`config.mk`:
```
export PLATFORM = sky130hd
export DESIGN_NAME = uft_top
export DESIGN_NICKNAME = d
export VERILOG_FILES = /design/src/hdl/uft_pkg.sv /design/src/hdl/uft_sync.sv /design/src/hdl/uft_top.sv
export SDC_FILE = /design/constraint.sdc
export NUM_CORES = 1
export LEC_CHECK = 0
export ABC_AREA = 1
export ABC_CLOCK_PERIOD_IN_PS = 3300
export BUFFER_PORTS_ARGS = -buffer_cell sky130_fd_sc_hd__clkbuf_2
export CAP_MARGIN = 20
export CORE_MARGIN = 10
export CORE_UTILIZATION = 55
export CTS_CLUSTER_DIAMETER = 80
export DETAILED_ROUTE_END_ITERATION = 12
export GPL_ROUTABILITY_DRIVEN = 1
export GPL_TIMING_DRIVEN = 0
export PLACE_DENSITY = 0.76
export SYNTH_ARGS = -nofsm -noshare
export SYNTH_HDL_FRONTEND = slang
export SYNTH_SLANG_ARGS = --single-unit
```
`constraint.sdc`:
```
create_clock -name i_clk -period 3.3 [get_ports i_clk]
set_input_delay 0.33 -clock i_clk [delete_from_list [all_inputs] [get_ports i_clk]]
set_output_delay 0.33 -clock i_clk [all_outputs]
set_load 0.005 [all_outputs]
```
`src/hdl/uft_pkg.sv`:
```
// constants and types for the uplink frame and power timing block
package uft_pkg;
  // chip clock: one enable per chip derived from a 20 MHz clock is out of scope; one tick = one chip
  localparam int unsigned CLK_HZ           = 20_000_000;
  localparam int unsigned CHIP_W           = 16;
  localparam int unsigned CHIPS_PER_SLOT   = 2560;
  localparam int unsigned SLOTS_PER_FRAME  = 16;
  localparam int unsigned FRAME_CHIPS      = CHIPS_PER_SLOT * SLOTS_PER_FRAME;
  localparam int unsigned OFFSET_STEP      = 256;
  localparam int unsigned UL_DELAY_US      = 250;
  localparam int unsigned TPC_DELAY_US     = 125;
  localparam int unsigned UL_DELAY_CYC     = (UL_DELAY_US * (CLK_HZ / 1_000_000));
  localparam int unsigned TPC_DELAY_CYC    = (TPC_DELAY_US * (CLK_HZ / 1_000_000));
  localparam logic [CHIP_W-1:0] FRAME_LAST = CHIP_W'(FRAME_CHIPS - 1);
  localparam logic [CHIP_W-1:0] SLOT_LAST  = CHIP_W'(CHIPS_PER_SLOT - 1);
  localparam logic [CHIP_W-1:0] PILOT_LEN  = 16'h0100;
  localparam logic [CHIP_W-1:0] RST_ZERO   = 16'h0000;
  localparam logic [7:0]        SIR_RST    = 8'h00;

  typedef enum logic [1:0] {
    UFT_IDLE  = 2'b00,
    UFT_ALIGN = 2'b01,
    UFT_RUN   = 2'b11
  } uft_state_t;

  function automatic logic [CHIP_W-1:0] uft_wrap(input logic [CHIP_W-1:0] v,
                                                  input logic [CHIP_W-1:0] last);
    return (v == last) ? RST_ZERO : v + 16'h0001;
  endfunction
endpackage

```
`src/hdl/uft_sync.sv`:
```
// two flip-flop synchroniser for a pin level
`timescale 1ns/1ns
module uft_sync (
  input  wire logic i_clk,
  input  wire logic i_arst_n,
  input  wire logic i_d,
  output logic      o_q
);
  logic meta;
  logic next_meta;
  logic next_q;

  always_comb begin
    next_meta = i_d;
    next_q    = meta;
  end

  always_ff @(posedge i_clk or negedge i_arst_n) begin
    if (!i_arst_n) begin
      meta <= 1'b0;
      o_q  <= 1'b0;
    end else begin
      meta <= next_meta;
      o_q  <= next_q;
    end
  end
endmodule // uft_sync

```
`src/hdl/uft_top.sv`:
```
// uplink frame alignment, timing-difference measurement and power-control timing
//
// Function
// base station steps each downlink frame offset in 256-chip units.
// uplink frame starts fixed offset after earliest downlink path frame boundary.
// uplink scrambling generator restarts on every uplink frame boundary.
// measure target common-channel frame timing minus earliest dedicated path timing.
// target cell sets its downlink offset from the reported difference.
// uplink frame lags downlink frame by 250 microseconds at the antenna.
// apply received power command at first uplink pilot start after reception.
// base station applies uplink power command at a later downlink pilot.
// uplink power command derives from downlink signal-to-interference measurement.
// uplink command field starts 125 microseconds after downlink pilot end.
// base station derives its commands from uplink signal-to-interference measurement.
// base station may defer a late power change to the next slot.
// base station may set downlink offsets per channel individually.
// all offsets and field positions come from chip counters on the downlink boundary.
`timescale 1ns/1ns
module uft_top (
  input  wire logic        i_clk,
  input  wire logic        i_arst_n,
  input  wire logic        i_dl_frame,
  input  wire logic        i_tgt_frame,
  input  wire logic        i_tpc_valid,
  input  wire logic        i_tpc_up,
  input  wire logic [7:0]  i_sir,
  input  wire logic [7:0]  i_sir_target,
  output logic             o_ul_frame,
  output logic             o_scr_reset,
  output logic             o_ul_pilot,
  output logic             o_tpc_field,
  output logic             o_tpc_cmd,
  output logic             o_pwr_step,
  output logic             o_pwr_up,
  output logic [15:0]      o_tdiff,
  output logic             o_tdiff_valid
);
  localparam logic [15:0] UL_OFF  = 16'(uft_pkg::UL_DELAY_CYC);
  // the field lands in the slot after its pilot, so its chip position wraps modulo the slot;
  // one chip is taken off because the field pulse is registered
  localparam logic [15:0] TPC_AT  =
    16'((uft_pkg::PILOT_LEN + uft_pkg::TPC_DELAY_CYC - 1) % uft_pkg::CHIPS_PER_SLOT);

  logic dl_s, tgt_s, dl_d, tgt_d;
  logic dl_edge, tgt_edge;

  uft_sync u_sync_dl (
    .i_clk    (i_clk),
    .i_arst_n (i_arst_n),
    .i_d      (i_dl_frame),
    .o_q      (dl_s)
  );
  uft_sync u_sync_tgt (
    .i_clk    (i_clk),
    .i_arst_n (i_arst_n),
    .i_d      (i_tgt_frame),
    .o_q      (tgt_s)
  );

  assign dl_edge  = dl_s & ~dl_d;
  assign tgt_edge = tgt_s & ~tgt_d;

  uft_pkg::uft_state_t state, next_state;
  logic [15:0] dl_cnt, next_dl_cnt;
  logic [15:0] ul_cnt, next_ul_cnt;
  logic [15:0] slot_cnt, next_slot_cnt;
  logic        pend, next_pend;
  logic        pend_up, next_pend_up;
  logic        ul_frame, next_ul_frame;
  logic        ul_pilot, next_ul_pilot;
  logic        tpc_field, next_tpc_field;
  logic        tpc_cmd, next_tpc_cmd;
  logic        pwr_step, next_pwr_step;
  logic        pwr_up, next_pwr_up;
  logic [15:0] tdiff, next_tdiff;
  logic        tdv, next_tdv;
  logic        ul_start;

  // uplink frame boundary sits a fixed chip count after the downlink boundary
  assign ul_start = (state == uft_pkg::UFT_RUN) && (dl_cnt == UL_OFF);

  always_comb begin
    next_state     = state;
    next_dl_cnt    = uft_pkg::uft_wrap(dl_cnt, uft_pkg::FRAME_LAST);
    next_ul_cnt    = uft_pkg::uft_wrap(ul_cnt, uft_pkg::SLOT_LAST);
    next_slot_cnt  = uft_pkg::uft_wrap(slot_cnt, uft_pkg::SLOT_LAST);
    next_pend      = pend;
    next_pend_up   = pend_up;
    next_ul_frame  = ul_start;
    next_pwr_step  = 1'b0;
    next_pwr_up    = pwr_up;
    next_tdiff     = tdiff;
    next_tdv       = 1'b0;
    next_tpc_cmd   = tpc_cmd;
    case (state)
      uft_pkg::UFT_IDLE: begin
        if (dl_edge) begin
          next_state = uft_pkg::UFT_ALIGN;
        end
      end
      uft_pkg::UFT_ALIGN: begin
        next_state = uft_pkg::UFT_RUN;
      end
      uft_pkg::UFT_RUN: begin
      end
      default: begin
        next_state = uft_pkg::UFT_IDLE;
      end
    endcase
    // earliest path boundary re-references the frame and slot counters; the uplink counter restarts at ul_start
    if (dl_edge) begin
      next_dl_cnt   = 16'h0001;
      next_slot_cnt = 16'h0001;
    end
    if (ul_start) begin
      next_ul_cnt = uft_pkg::RST_ZERO;
    end
    // difference taken modulo the frame, so an early target edge reads as a large value
    if (tgt_edge && state == uft_pkg::UFT_RUN) begin
      next_tdiff = dl_cnt;
      next_tdv   = 1'b1;
    end
    // sir compare latched at pilot end so the command is ready for its field
    if (slot_cnt == uft_pkg::PILOT_LEN) begin
      next_tpc_cmd = (i_sir < i_sir_target);
    end
    // a command arriving on the pilot start itself waits for the next pilot
    if (i_tpc_valid) begin
      next_pend    = 1'b1;
      next_pend_up = i_tpc_up;
    // decided one chip early so the registered step lands on the first pilot chip
    end else if (pend && state == uft_pkg::UFT_RUN && next_ul_cnt == uft_pkg::RST_ZERO) begin
      next_pend     = 1'b0;
      next_pwr_step = 1'b1;
      next_pwr_up   = pend_up;
    end
    next_ul_pilot  = (state == uft_pkg::UFT_RUN) && (next_ul_cnt < uft_pkg::PILOT_LEN);
    next_tpc_field = (state == uft_pkg::UFT_RUN) &&
                     (slot_cnt == TPC_AT);
  end

  always_ff @(posedge i_clk or negedge i_arst_n) begin
    if (!i_arst_n) begin
      state     <= uft_pkg::UFT_IDLE;
      dl_d      <= 1'b0;
      tgt_d     <= 1'b0;
      dl_cnt    <= uft_pkg::RST_ZERO;
      ul_cnt    <= uft_pkg::RST_ZERO;
      slot_cnt  <= uft_pkg::RST_ZERO;
      pend      <= 1'b0;
      pend_up   <= 1'b0;
      ul_frame  <= 1'b0;
      ul_pilot  <= 1'b0;
      tpc_field <= 1'b0;
      tpc_cmd   <= 1'b0;
      pwr_step  <= 1'b0;
      pwr_up    <= 1'b0;
      tdiff     <= uft_pkg::RST_ZERO;
      tdv       <= 1'b0;
    end else begin
      state     <= next_state;
      dl_d      <= dl_s;
      tgt_d     <= tgt_s;
      dl_cnt    <= next_dl_cnt;
      ul_cnt    <= next_ul_cnt;
      slot_cnt  <= next_slot_cnt;
      pend      <= next_pend;
      pend_up   <= next_pend_up;
      ul_frame  <= next_ul_frame;
      ul_pilot  <= next_ul_pilot;
      tpc_field <= next_tpc_field;
      tpc_cmd   <= next_tpc_cmd;
      pwr_step  <= next_pwr_step;
      pwr_up    <= next_pwr_up;
      tdiff     <= next_tdiff;
      tdv       <= next_tdv;
    end
  end

  assign o_ul_frame    = ul_frame;
  assign o_scr_reset   = ul_frame;
  assign o_ul_pilot    = ul_pilot;
  assign o_tpc_field   = tpc_field;
  assign o_tpc_cmd     = tpc_cmd;
  assign o_pwr_step    = pwr_step;
  assign o_pwr_up      = pwr_up;
  assign o_tdiff       = tdiff;
  assign o_tdiff_valid = tdv;
endmodule // uft_top

```
# Word level (Yosys, flattened, before mapping)
# Index checks and enable logic that the tools add are counted.
[word_totals]
wordCells = 64
out_inout_bits = 24
reg_bits = 81
[classes]
order_cmp = 2
n_eq_ne = 9
bitwise = 6
muxes = 13
reduce_logical = 11
addsub = 3
[ops]
columns = ["cell", "count"]
rows = [
  ["$mux W16", 6],
  ["$add A16 B1 Y16 const B", 3],
  ["$eq A16 B12 Y1 const B", 2],
  ["$eq A16 B13 Y1 const B", 1],
  ["$eq A16 B16 Y1 const B", 1],
  ["$eq A16 B8 Y1 const B", 1],
  ["$eq A16 B9 Y1 const B", 1],
  ["$logic_not A16 Y1", 1],
  ["$lt A16 B9 Y1 const B", 1],
  ["$lt A8 B8 Y1", 1],
  ["$logic_and A1 B1 Y1", 6],
  ["$pmux W2 S3", 1],
  ["$mux W1", 5],
  ["$not A1 Y1", 4],
  ["$reduce_and A2 Y1", 2],
  ["$and A1 B1 Y1", 2],
  ["$eq A2 B1 Y1 const B", 1],
  ["$eq A2 B2 Y1 const B", 1],
  ["$logic_not A2 Y1", 1],
  ["$mux W2", 1],
  ["$ne A2 B2 Y1 const B", 1],
  ["$reduce_bool A2 Y1", 1],
]

# Longest topological paths before layout
# Gate-level depths: netlist of run 1.
[depth]
word_depth = 7
depth_mapped = 15
depth_no_buf = 15

# Hierarchy
# From an unflattened synthesis of run 1, not the netlist that was laid out.
[hier_totals]
cells_unflattened = 507
hier_area_um2 = 4115.2
[by_module_without_submodules]
columns = ["mod", "n_inst", "area_per_inst_um2", "cells_per_inst"]
rows = [
  ["uft_top", 1, 4015.1, 503],
  ["uft_sync", 2, 50.0, 2],
]

# Worst setup path before layout of run 1
# Ideal clock, no wire load.
[synth_path]
path_type = "reg-to-reg"
from = "register dl_cnt[0]"
to = "register pwr_up, in the netlist o_pwr_up"
t_required_ps = 3184
stages_incl_launch_ff = 14
t_arrival_ps = 1548
setup_slack_ps = 1636
path_cell_list = "dfrtp_1 -> inv_1 -> ha_1 -> nand2_1 -> nor3_1 -> nand2_1 -> nor2_1 -> nor2_2 -> o21ai_0 -> nand3_1 -> nor2_1 -> nand2_2 -> nand2_1 -> nand2_1"
[synth_between]
elab_chain_cells = 6
[synth_rtl]
columns = ["item", "line_no", "text"]
rows = [
  ["start: declaration", "uft_top.sv:64", "logic [15:0] dl_cnt, next_dl_cnt;"],
  ["start signal: assignment", "uft_top.sv:147", "dl_cnt <= uft_pkg::RST_ZERO;"],
  ["start signal: assignment", "uft_top.sv:164", "dl_cnt <= next_dl_cnt;"],
  ["$eq A16 B13 Y1", "uft_top.sv:80", "assign ul_start = (state == uft_pkg::UFT_RUN) && (dl_cnt == UL_OFF);"],
  ["$logic_and A1 B1 Y1", "uft_top.sv:80", ""],
  ["$mux W16", "uft_top.sv:115", "if (ul_start) begin"],
  ["$logic_not A16 Y1", "uft_top.sv:132", "end else if (pend && state == uft_pkg::UFT_RUN && next_ul_cnt == uft_pkg::RST_ZERO) begin"],
  ["$logic_and A1 B1 Y1", "uft_top.sv:132", ""],
  ["$reduce_and A2 Y1 (no source line)", "-", ""],
  ["end signal: assignment", "uft_top.sv:174", "pwr_up <= next_pwr_up;"],
  ["end: declaration", "uft_top.sv:74", "logic pwr_up, next_pwr_up;"],
]
# No other way between the ends.
# A chain may end at the register's enable or synchronous reset.

# Worst setup path after layout of run 1
[layout_path]
from = "register slot_cnt[0]"
to = "register slot_cnt[13]"
[layout_between]
elab_chain_cells = 3
[layout_rtl]
columns = ["item", "line_no", "text"]
rows = [
  ["start: declaration", "uft_top.sv:66", "logic [15:0] slot_cnt, next_slot_cnt;"],
  ["start signal: assignment", "uft_top.sv:149", "slot_cnt <= uft_pkg::RST_ZERO;"],
  ["start signal: assignment", "uft_top.sv:166", "slot_cnt <= next_slot_cnt;"],
  ["$add A16 B1 Y16 / $eq A16 B12 Y1 (equally long branches)", "uft_pkg.sv:28", "return (v == last) ? RST_ZERO : v + 16'h0001;"],
  ["$mux W16 *", "uft_pkg.sv:28", ""],
  ["$mux W16 *", "uft_top.sv:111", "if (dl_edge) begin"],
  ["via next_slot_cnt[13]", "uft_top.sv:66", ""],
]
# Mark *: on every way through the listed nets, which the timed path passes. The rest lies on a longest branch.

==> results of run 1 <==
-- final cells by class --
class                           instances  area share, %
Multi-Input combinational cell        334           37.6
Inverter                               82           6.46
Sequential cell                        81           42.6
Timing Repair Buffer                   47           5.57
Buffer                                  8          0.919
Clock inverter                          6           1.39
Clock buffer                           10           2.89
Tap cell                               99           2.60
-- routing by layer --
| layer | share of wire, % | up-vias | wire length [µm] |
|---|---|---|---|
| met4 | 2.0 | 0 | 173 |
| li1 | - | 1721 | - |
| met5 | 0 | - | 0 |
| met3 | 6.3 | 16 | 537 |
| met2 | 46 | 86 | 3920 |
| met1 | 46 | 1586 | 3940 |
-- path summary, 6_finish.rpt --
| path | start | end |
|---|---|---|
| setup / recovery | slot_cnt[0] | slot_cnt[13] |
| hold / removal | i_dl_frame | u_sync_dl.meta |
| setup reg to reg | slot_cnt[0] | slot_cnt[13] |
| hold reg to reg | u_sync_tgt.meta | u_sync_tgt.o_q |
| max in group asynchronous | i_arst_n | slot_cnt[2] |
| min in group asynchronous | i_arst_n | o_tdiff[11] |
-- through the flow --
| stage | cells | hold slack, ps | total power, mW | cell area (µm²) | setup slack, ps |
|---|---|---|---|---|---|
| detailed placement | 650 | 336 | 1.42 | 4550 | 1300 |
| CTS | 667 | 65.7 | 2.16 | 4760 | 1220 |
| global route | 667 | 60.3 | 2.26 | 4760 | 1060 |
| finish | 667 | 82.0 | 2.14 | 4760 | 1250 |
| floorplan | 505 | 34.4 | 1.31 | 4170 | 1640 |
| global placement | 649 | 332 | 1.40 | 4520 | 1150 |
-- kinds of logic after synthesis --
family | synth area share, %
AO/OA/AOI/OAI | 5.94
XOR/XNOR | 2.31
adder cells (fa/ha/maj) | 3.60
buffers and inverters | 8.43
flip-flops | 48.6
AND/OR/NAND/NOR | 31.1
-- sequential cells by signal, indices dropped and copies added, names as in the netlist --
register         count
dl_cnt              16
o_tdiff             16
slot_cnt            16
ul_cnt              16
state                2
dl_d                 1
o_pwr_step           1
o_pwr_up             1
o_scr_reset          1
o_tdiff_valid        1
o_tpc_cmd            1
o_tpc_field          1
o_ul_pilot           1
pend                 1
pend_up              1
tgt_d                1
u_sync_dl.meta       1
u_sync_dl.o_q        1
u_sync_tgt.meta      1
u_sync_tgt.o_q       1
-- worst max-delay path: cells and delay by family (launching register included) --
| family | cells | cell delay [ps] |
|---|---|---|
| buf+inv | 2 | 310 |
| simple gates | 7 | 990 |
| flops | 1 | 420 |
| fa+ha+maj | 1 | 230 |
-- synthesized netlist by cell type, drive strengths merged --
| master | instances |
|---|---|
| nor3b | 7 |
| nand3 | 32 |
| nor4 | 2 |
| o21ai | 26 |
| o21bai | 2 |
| clkinv | 1 |
| or2 | 1 |
| inv | 81 |
| nor2 | 70 |
| buf | 4 |
| a21oi | 13 |
| o2111ai | 1 |
| a21boi | 1 |
| clkbuf | 4 |
| a211oi | 1 |
| dfrtp | 81 |
| nand2 | 111 |
| nand4 | 12 |
| a31oi | 1 |
| ha | 12 |
| o211ai | 1 |
| and3 | 1 |
| xnor2 | 3 |
| nor3 | 29 |
| xor2 | 8 |
-- timing repair --
action,4_1_cts,5_1_grt
resized for setup,0,0
hold buffers,1,0
hold endpoints to repair,34,0
-- power groups by stage --
stage                     Clock [mW]  Combinational [mW]  Sequential, mW
after detailed placement           0               0.281            1.14
after floorplan                    0               0.175            1.13
after global routing           0.804               0.326            1.13
after global placement             0               0.268            1.14
final                          0.739               0.277            1.12
after CTS                      0.755               0.284            1.12
==> results.yml, run 1 <==
place:
  hpwl_um: 6600
  place.port_buffers: 45
  routabilityCongestion: 0.924
power:
  power_per_cell_area_mw_per_mm2: 449
  p_sw_mw: 0.588
  switching_share_pct: 27.5
  power_frac_clock_pct: 34.6
  p_int_mw: 1.55
  sequentialPowerShare_pct: 52.4
  p_comb_share_pct: 13.0
  vdd_drop_max_mv: 0.313
  p_leak_nw: 2.42
detailed_routing:
  wl_um: 8560
  first_pass_iters: 4
  routedWlPerCell_um: 12.8
  viasPerCell: 5.11
  drc: 0
  drt_iter0_drc: 151
  vias: 3409
  drt.antenna.violating_nets: 0
timing:
  maxSlewViolCount: 0
  rsz0062_at_grt: "false"
  finalClockSkew_ps: 7.96
  tns_ps: 0
  period_share_pct: 62.3
  min_period_ps: 2050
  setup_viol: 0
  final_hold_viol_count: 0
  slew-limit-headroom_pct: 66.3
  worst-slew-pin-transition_ps: 505
  fmax_mhz: 487
floorplanning:
  die_h_um: 107
  io_pins: 46
  core_area_mm2: 0.00733
  start_util_pct: 56.9
  die_width_um: 107
  num_rows: 31
  die_area_mm2: 0.0115
global_route:
  grt_util_met2_pct: 24.7
  grt_pass1_vias: 3373
  grt_util_met3_pct: 4.61
  grt.total_usage_pct: 16.0
  grt_pass1_wl_um: 15100
  grt_overflow: 0
  grt_start_max_net_pins: 48
  grt_util_met1_pct: 20.3
  busiest_layer: "met2"
  antenna_found_initial: 0
logic_synthesis:
  seq_area_frac_synth_pct: 48.6
  synth.distinct_cells: 36
  yosys.area.top_type: "dfrtp_1"
  yosysWarningCount: 0
  ys_ff_latch: 81
  synth_top_area_share_pct: 48.6
  netlist_instances: 505
  synthTopCellsByArea: "dfrtp_1, nand2_1, inv_1"
  synth.net_count: 539
  synth_area_mm2: 0.00417
  postSynthAreaPerCell_um2: 8.26
cts:
  clock_path_buffers: 2
  clkLatencyLatePin_ps: 350
  numCtsBuffers: 9
  h-tree-depth: 3
  clk_pin_slew_ps: 80
  cts-root-buf: "clkbuf_8"
  cts.sinks: 81
  cts_tree: "done"
  post_cts_buffers: 0
cells_and_area:
  antenna_cells: 0
  layout_common_cells: "nand2_1, dfrtp_1, inv_1, nor2_1, clkbuf_2"
  final_common_cell: "nand2_1"
  final_nets: 597
  fill_cells: 616
  multi_input_area_mm2: 0.00179
  drive_gt1_share_pct: 18.0
  syn_to_final_growth_pct: 14.2
  utilization_pct: 65.0
  regArea_mm2: 0.00203
setup_path:
  crit_type: "register to register"
  cp_cell_sequence: "ha_1 -> nand2_1 -> nor2_1 -> nand3_1 -> nor2_1 -> inv_1 -> nor3_1 -> nor2_1 -> inv_1 -> nor3_1"
  cp_data_arrival_time_ps: 2290
  reg2reg_depth: 10
  cpPeakStageDelay_ps: 420
  cpMaxStageDelayCell: "dfrtp_1"
  crit_top_cell: "nor2_1"
  crit_required_ps: 3530
  worstPathMaxFanout: 8
  r2r_setup_slack_ps: 1250
  endpoint_kind: "register"
  cp-start-kind: "register"
min_path:
  min_path_type: "input port to register"
  min_path_cells: 1
run_status:
  status: "completed"
run:
  maxCapViolations: 0
No activity file was read; power rests on OpenSTA's default activity.
==> inputs of run 2 (changes only) <==
- ABC_CLOCK_PERIOD_IN_PS: 3300 -> 1900
- clock period: 3.3 -> 1.9 ns (I/O delays scaled with it)
==> results.yml, run 2 (same netlist as run 1, synthesis figures left out) <==
power:
  power_mw: 3.83
  sequentialPowerShare_pct: 51.1
  power_per_cell_area_mw_per_mm2: 758
  p_int_mw: 2.75
  vdd_drop_max_mv: 0.558
  p_sw_mw: 1.08
  switching_share_pct: 28.2
  power_frac_clock_pct: 33.6
  p_comb_share_pct: 15.4
  p_leak_nw: 2.53
place:
  place.port_buffers: 45
  dp.cells: 650
  hpwl_um: 6600
  routabilityCongestion: 0.924
detailed_routing:
  wl_um: 9350
  drt.antenna.violating_nets: 0
  viasPerCell: 5.17
  routedWlPerCell_um: 13.7
  drt_iter0_drc: 212
  first_pass_iters: 4
  drc: 0
  vias: 3526
floorplanning:
  die_h_um: 107
  die_width_um: 107
  start_util_pct: 56.9
  die_area_mm2: 0.0115
  core_area_mm2: 0.00733
  io_pins: 46
  num_rows: 31
setup_path:
  crit_start: "dl_cnt[0]"
  cp-start-kind: "register"
  cp_data_arrival_time_ps: 2130
  worstPathMaxFanout: 5
  crit_required_ps: 2150
  crit_type: "register to register"
  endpoint_kind: "register"
  r2r-start: "dl_cnt[0]"
timing:
  finalClockSkew_ps: 5.32
  maxSlewViolCount: 0
  slew-limit-headroom_pct: 65.4
  setup_viol: 0
  fin_hold_ws_ps: 40.2
  min_period_ps: 1880
  period_share_pct: 99.0
  fmax_mhz: 532
  rsz0062_at_grt: "true"
  tns_ps: 0
  final_hold_viol_count: 0
  worst-slew-pin-transition_ps: 517
cts:
  cts-root-buf: "clkbuf_8"
  cts_tree: "done"
  numCtsBuffers: 9
  clock_path_buffers: 2
  h-tree-depth: 3
  cts.sinks: 81
  clk_pin_slew_ps: 80
  clkLatencyLatePin_ps: 350
cells_and_area:
  layout_common_cells: "nand2_1, dfrtp_1, inv_1, nor2_1, clkbuf_2"
  final_nets: 612
  fin_cells: 682
  utilization_pct: 69.0
  final_common_cell: "nand2_1"
  syn_to_final_growth_pct: 21.2
  antenna_cells: 0
  fill_cells: 564
  drive_gt1_share_pct: 25.6
global_route:
  grt_start_max_net_pins: 48
  grt_overflow: 0
  grt_pass1_vias: 3433
  grt.total_usage_pct: 16.6
  antenna_found_initial: 0
  grt_pass1_wl_um: 15600
min_path:
  min_path_type: "input port to register"
  hold_start: "i_tpc_up"
run_status:
  status: "completed"
run:
  maxCapViolations: 0
run 2: per-stage QoR:
step                worst slack [ps]  instance area (µm²)
floorplan                        236                 4170
global placement                -114                 4520
detailed placement             -97.0                 4550
CTS                            0.957                 4840
global route                    -131                 5050
finish                          19.2                 5050
run 2: area by class of cell:
| cell class | count | area, µm² | share of cell area (%) |
|---|---|---|---|
| tap | 99 | 124 | 2.45 |
| sequential | 81 | 2030 | 40.1 |
| clock buffer | 10 | 138 | 2.72 |
| timing repair buffer | 61 | 375 | 7.43 |
| inverter | 82 | 314 | 6.21 |
| buffer | 8 | 43.8 | 0.866 |
| multi-input combinational | 335 | 1970 | 38.9 |
| clock inverter | 6 | 66.3 | 1.31 |
run 2: final timing paths:
path | slack, ps | to | cells past startpoint
setup / recovery | 20 | pend | 13
hold / removal | 40 | pend_up | 3
setup reg to reg | 20 | pend | 13
hold reg to reg | 360 | u_sync_tgt.o_q | 0
max in group asynchronous | 940 | ul_cnt[15] | 3
min in group asynchronous | 360 | o_tdiff[11] | 2
run 2: power by group through the flow:
stage	combinational (mW)	clock (mW)	sequential, mW
2_1_floorplan	0.304	0	1.97
3_3_place_gp	0.465	0	1.98
3_5_place_dp	0.488	0	1.98
4_1_cts	0.520	1.31	1.95
5_1_grt	0.678	1.39	1.98
6_report	0.589	1.29	1.96
run 2: timing repair:
action / in CTS / in global routing
buffers inserted: 4 / 8
setup endpoints to repair: 13 / 23
resized for setup: 7 / 42
gates cloned: 1 / 0
hold endpoints to repair: 36 / 0
hold buffers: 3 / 0
pin swaps: 2 / 15
run 2: metal layers:
layer	track usage (%)	vias up	wire [µm]	part of all wire, %
met4	7.35	0	190	2.0
met1	21.1	1657	4110	44
li1	-	1758	-	-
met2	25.7	94	4470	48
met5	0	-	0	0
met3	4.55	17	593	6.3
run 2: worst max-delay path, cell delays in order (launching register included):
cell	delay [ps]
dfrtp_1	420
inv_2	110
ha_4	150
nand3_2	90
nor2_4	180
nand3_4	140
nand2_4	110
nand2_4	50
nor2_4	120
nand3_2	100
nor2_4	150
nand2_2	70
inv_2	60
nor2_1	40
==> inputs of run 3 (changes only) <==
- PLACE_DENSITY: 0.76 -> 0.81
- SYNTH_HIERARCHICAL: unset -> 1
==> results.yml, run 3 <==
logic_synthesis:
  synth.distinct_cells: 38
  netlist_instances: 507
  synth_top_area_share_pct: 49.3
  synth_edf_count: 0
  synthTopCellsByArea: "dfrtp_1, nand2_1, inv_1"
  synthArstFlopShare_pct: 100
  synth_area_mm2: 0.00412
  yosys_most_used_dff: "dfrtp_1"
  postSynthAreaPerCell_um2: 8.12
  ys_top_cells_by_count: "nand2_1, dfrtp_1, inv_1"
  post-synth-top-count-cell: "nand2_1"
  synth-adder-area-share_pct: 3.65
  yosys.area.top_type: "dfrtp_1"
  synth_top_family_by_area: "simple AND/OR/NAND/NOR gates"
  synthSimpleGateAreaFrac_pct: 29.2
  synth_compound_area_share_pct: 6.45
  seq_area_frac_synth_pct: 49.3
  yosysWarningCount: 6
  synthXorXnorAreaFrac_pct: 2.55
  ys_ff_latch: 81
  muxShareOfSynthArea_pct: 0
  synth.net_count: 541
setup_path:
  cp-start-kind: "register"
  endpoint_kind: "register"
  crit_buf_inv: 4
  worstPathMaxFanout: 5
  cp_data_arrival_time_ps: 2130
  crit_family: "simple AND/OR/NAND/NOR gates"
  cpMaxStageDelayCell: "dfrtp_1"
  cpPeakStageDelay_ps: 450
  cp_cell_sequence: "nand2_2 -> inv_2 -> nand2_1 -> nor2_2 -> nand3_4 -> buf_8 -> nand3_2 -> nand2_1 -> inv_1 -> nand3_2 -> nor2_4 -> nand2_2 -> inv_2 -> nor2_1"
  r2r_setup_slack_ps: 8
  crit_required_ps: 2140
  crit_type: "register to register"
detailed_routing:
  drt.antenna.violating_nets: 0
  drt_iter0_drc: 183
  first_pass_iters: 5
  drc: 0
  vias: 3580
  wl_um: 9580
  viasPerCell: 5.23
  routedWlPerCell_um: 14.0
floorplanning:
  die_width_um: 107
  io_pins: 46
  core_area_mm2: 0.00725
  die_area_mm2: 0.0113
  die_h_um: 107
  start_util_pct: 56.7
  num_rows: 31
cells_and_area:
  drive_gt1_share_pct: 25.8
  utilization_pct: 69.7
  fill_cells: 543
  regArea_mm2: 0.00203
  multi_input_area_mm2: 0.00193
  layout_common_cells: "nand2_1, dfrtp_1, inv_1, nor2_1, clkbuf_2"
  final_common_cell: "nand2_1"
  syn_to_final_growth_pct: 22.9
  fin_cells: 684
  final_nets: 615
  antenna_cells: 0
timing:
  period_share_pct: 99.6
  tns_ps: 0
  setup_viol: 0
  fmax_mhz: 529
  maxSlewViolCount: 0
  min_period_ps: 1890
  rsz0062_at_grt: "true"
  fin_hold_ws_ps: 49.0
  finalClockSkew_ps: 10.1
  final_hold_viol_count: 0
  slew-limit-headroom_pct: 68.9
  worst-slew-pin-transition_ps: 462
cts:
  clock_path_buffers: 2
  cts_tree: "done"
  cts.sinks: 81
  numCtsBuffers: 9
  clkLatencyLatePin_ps: 350
  clk_pin_slew_ps: 80
  cts-root-buf: "clkbuf_8"
  h-tree-depth: 3
run:
  maxCapViolations: 0
power:
  power_mw: 3.81
  vdd_drop_max_mv: 0.474
  sequentialPowerShare_pct: 51.4
  p_int_mw: 2.78
  power_per_cell_area_mw_per_mm2: 754
  power_frac_clock_pct: 32.6
  p_sw_mw: 1.03
  switching_share_pct: 27.0
  p_leak_nw: 2.53
  p_comb_share_pct: 16.0
min_path:
  min_path_type: "input port to register"
global_route:
  grt_pass1_vias: 3345
  grt_util_met2_pct: 26.8
  busiest_layer: "met2"
  grt_util_met1_pct: 18.6
  antenna_found_initial: 0
  grt_overflow: 0
  grt.total_usage_pct: 15.7
  grt_pass1_wl_um: 14700
  grt_util_met3_pct: 2.78
  grt_start_max_net_pins: 51
run_status:
  status: "completed"
place:
  hpwl_um: 6540
  routabilityCongestion: 0.908
  dp.cells: 652
  place.port_buffers: 45
run 3: cell types whose count changed after synthesis, sizes merged:
cell	change
a21oi	-1
clkbuf	+1
clkinv	+1
nand2	-5
nand3	+1
nor2	+7
nor3	-7
nor3b	-1
nor4	+1
o21ai	+3
o31ai	+1
xnor2	-1
xor2	+2
run 3: power by group through the flow:
stage	Combinational [mW]	Clock (mW)	Sequential [mW]
2_1_floorplan	0.297	0	1.96
3_3_place_gp	0.455	0	1.97
3_5_place_dp	0.486	0	1.97
4_1_cts	0.497	1.27	1.94
5_1_grt	0.693	1.36	1.98
6_report	0.609	1.24	1.96
run 3: final timing paths:
kind / from / to / depth (start not counted)
setup reg to reg: dl_cnt[8] / pend / 14
min in group asynchronous: i_arst_n / o_tdiff[9] / 2
max in group asynchronous: i_arst_n / dl_cnt[2] / 3
setup / recovery: dl_cnt[8] / pend / 14
hold / removal: i_tpc_up / pend_up / 3
hold reg to reg: u_sync_dl/meta / u_sync_dl/o_q / 0
run 3: worst reg2reg max path, stage by stage (launching register included):
cell	delay, ps
dfrtp_1	450
nand2_2	120
inv_2	60
nand2_1	70
nor2_2	160
nand3_4	120
buf_8	170
nand3_2	70
nand2_1	70
inv_1	70
nand3_2	90
nor2_4	140
nand2_2	70
inv_2	60
nor2_1	40
run 3: layout make-up:
| type | instances | share of cell area (%) |
|---|---|---|
| buffer | 9 | 1.14 |
| clock inverter | 3 | 0.792 |
| clock buffer | 12 | 3.07 |
| tap | 99 | 2.45 |
| multi-input combinational | 334 | 38.2 |
| inverter | 83 | 6.16 |
| timing repair buffer | 63 | 8.07 |
| sequential | 81 | 40.1 |
run 3: layer usage:
layer | routed length (µm) | vias up
met1 | 4030 | 1724
met5 | 0 | -
met3 | 444 | 15
li1 | - | 1759
met2 | 4910 | 82
met4 | 192 | 0
run 3: cells by family (layout without fill, tap and decap cells):
| group | after synthesis | count (layout) |
|---|---|---|
| buffers and inverters | 92 | 170 |
| xor gates and xnor gates | 12 | 12 |
| and+or+nand+nor | 261 | 261 |
| adders and majority gates | 12 | 12 |
| AOI/OAI and AO/OA | 49 | 49 |
| DFF | 81 | 81 |
run 3: timing repair:
| item | in CTS | in global routing |
|---|---|---|
| hold buffers | 3 | 0 |
| setup buffers | 1 | 12 |
| cloned | 0 | 1 |
| resized for setup | 8 | 53 |
| hold endpoints to repair | 33 | 0 |
| endpoints found under the setup margin | 14 | 20 |
| pin swaps | 2 | 19 |
run 3: metrics by stage:
step / setup slack, ps / area, µm²
detailed placement: -169 / 4490
finish: 8.01 / 5060
floorplan: 198 / 4120
CTS: -4.11 / 4750
global placement: -134 / 4460
global route: -112 / 5060
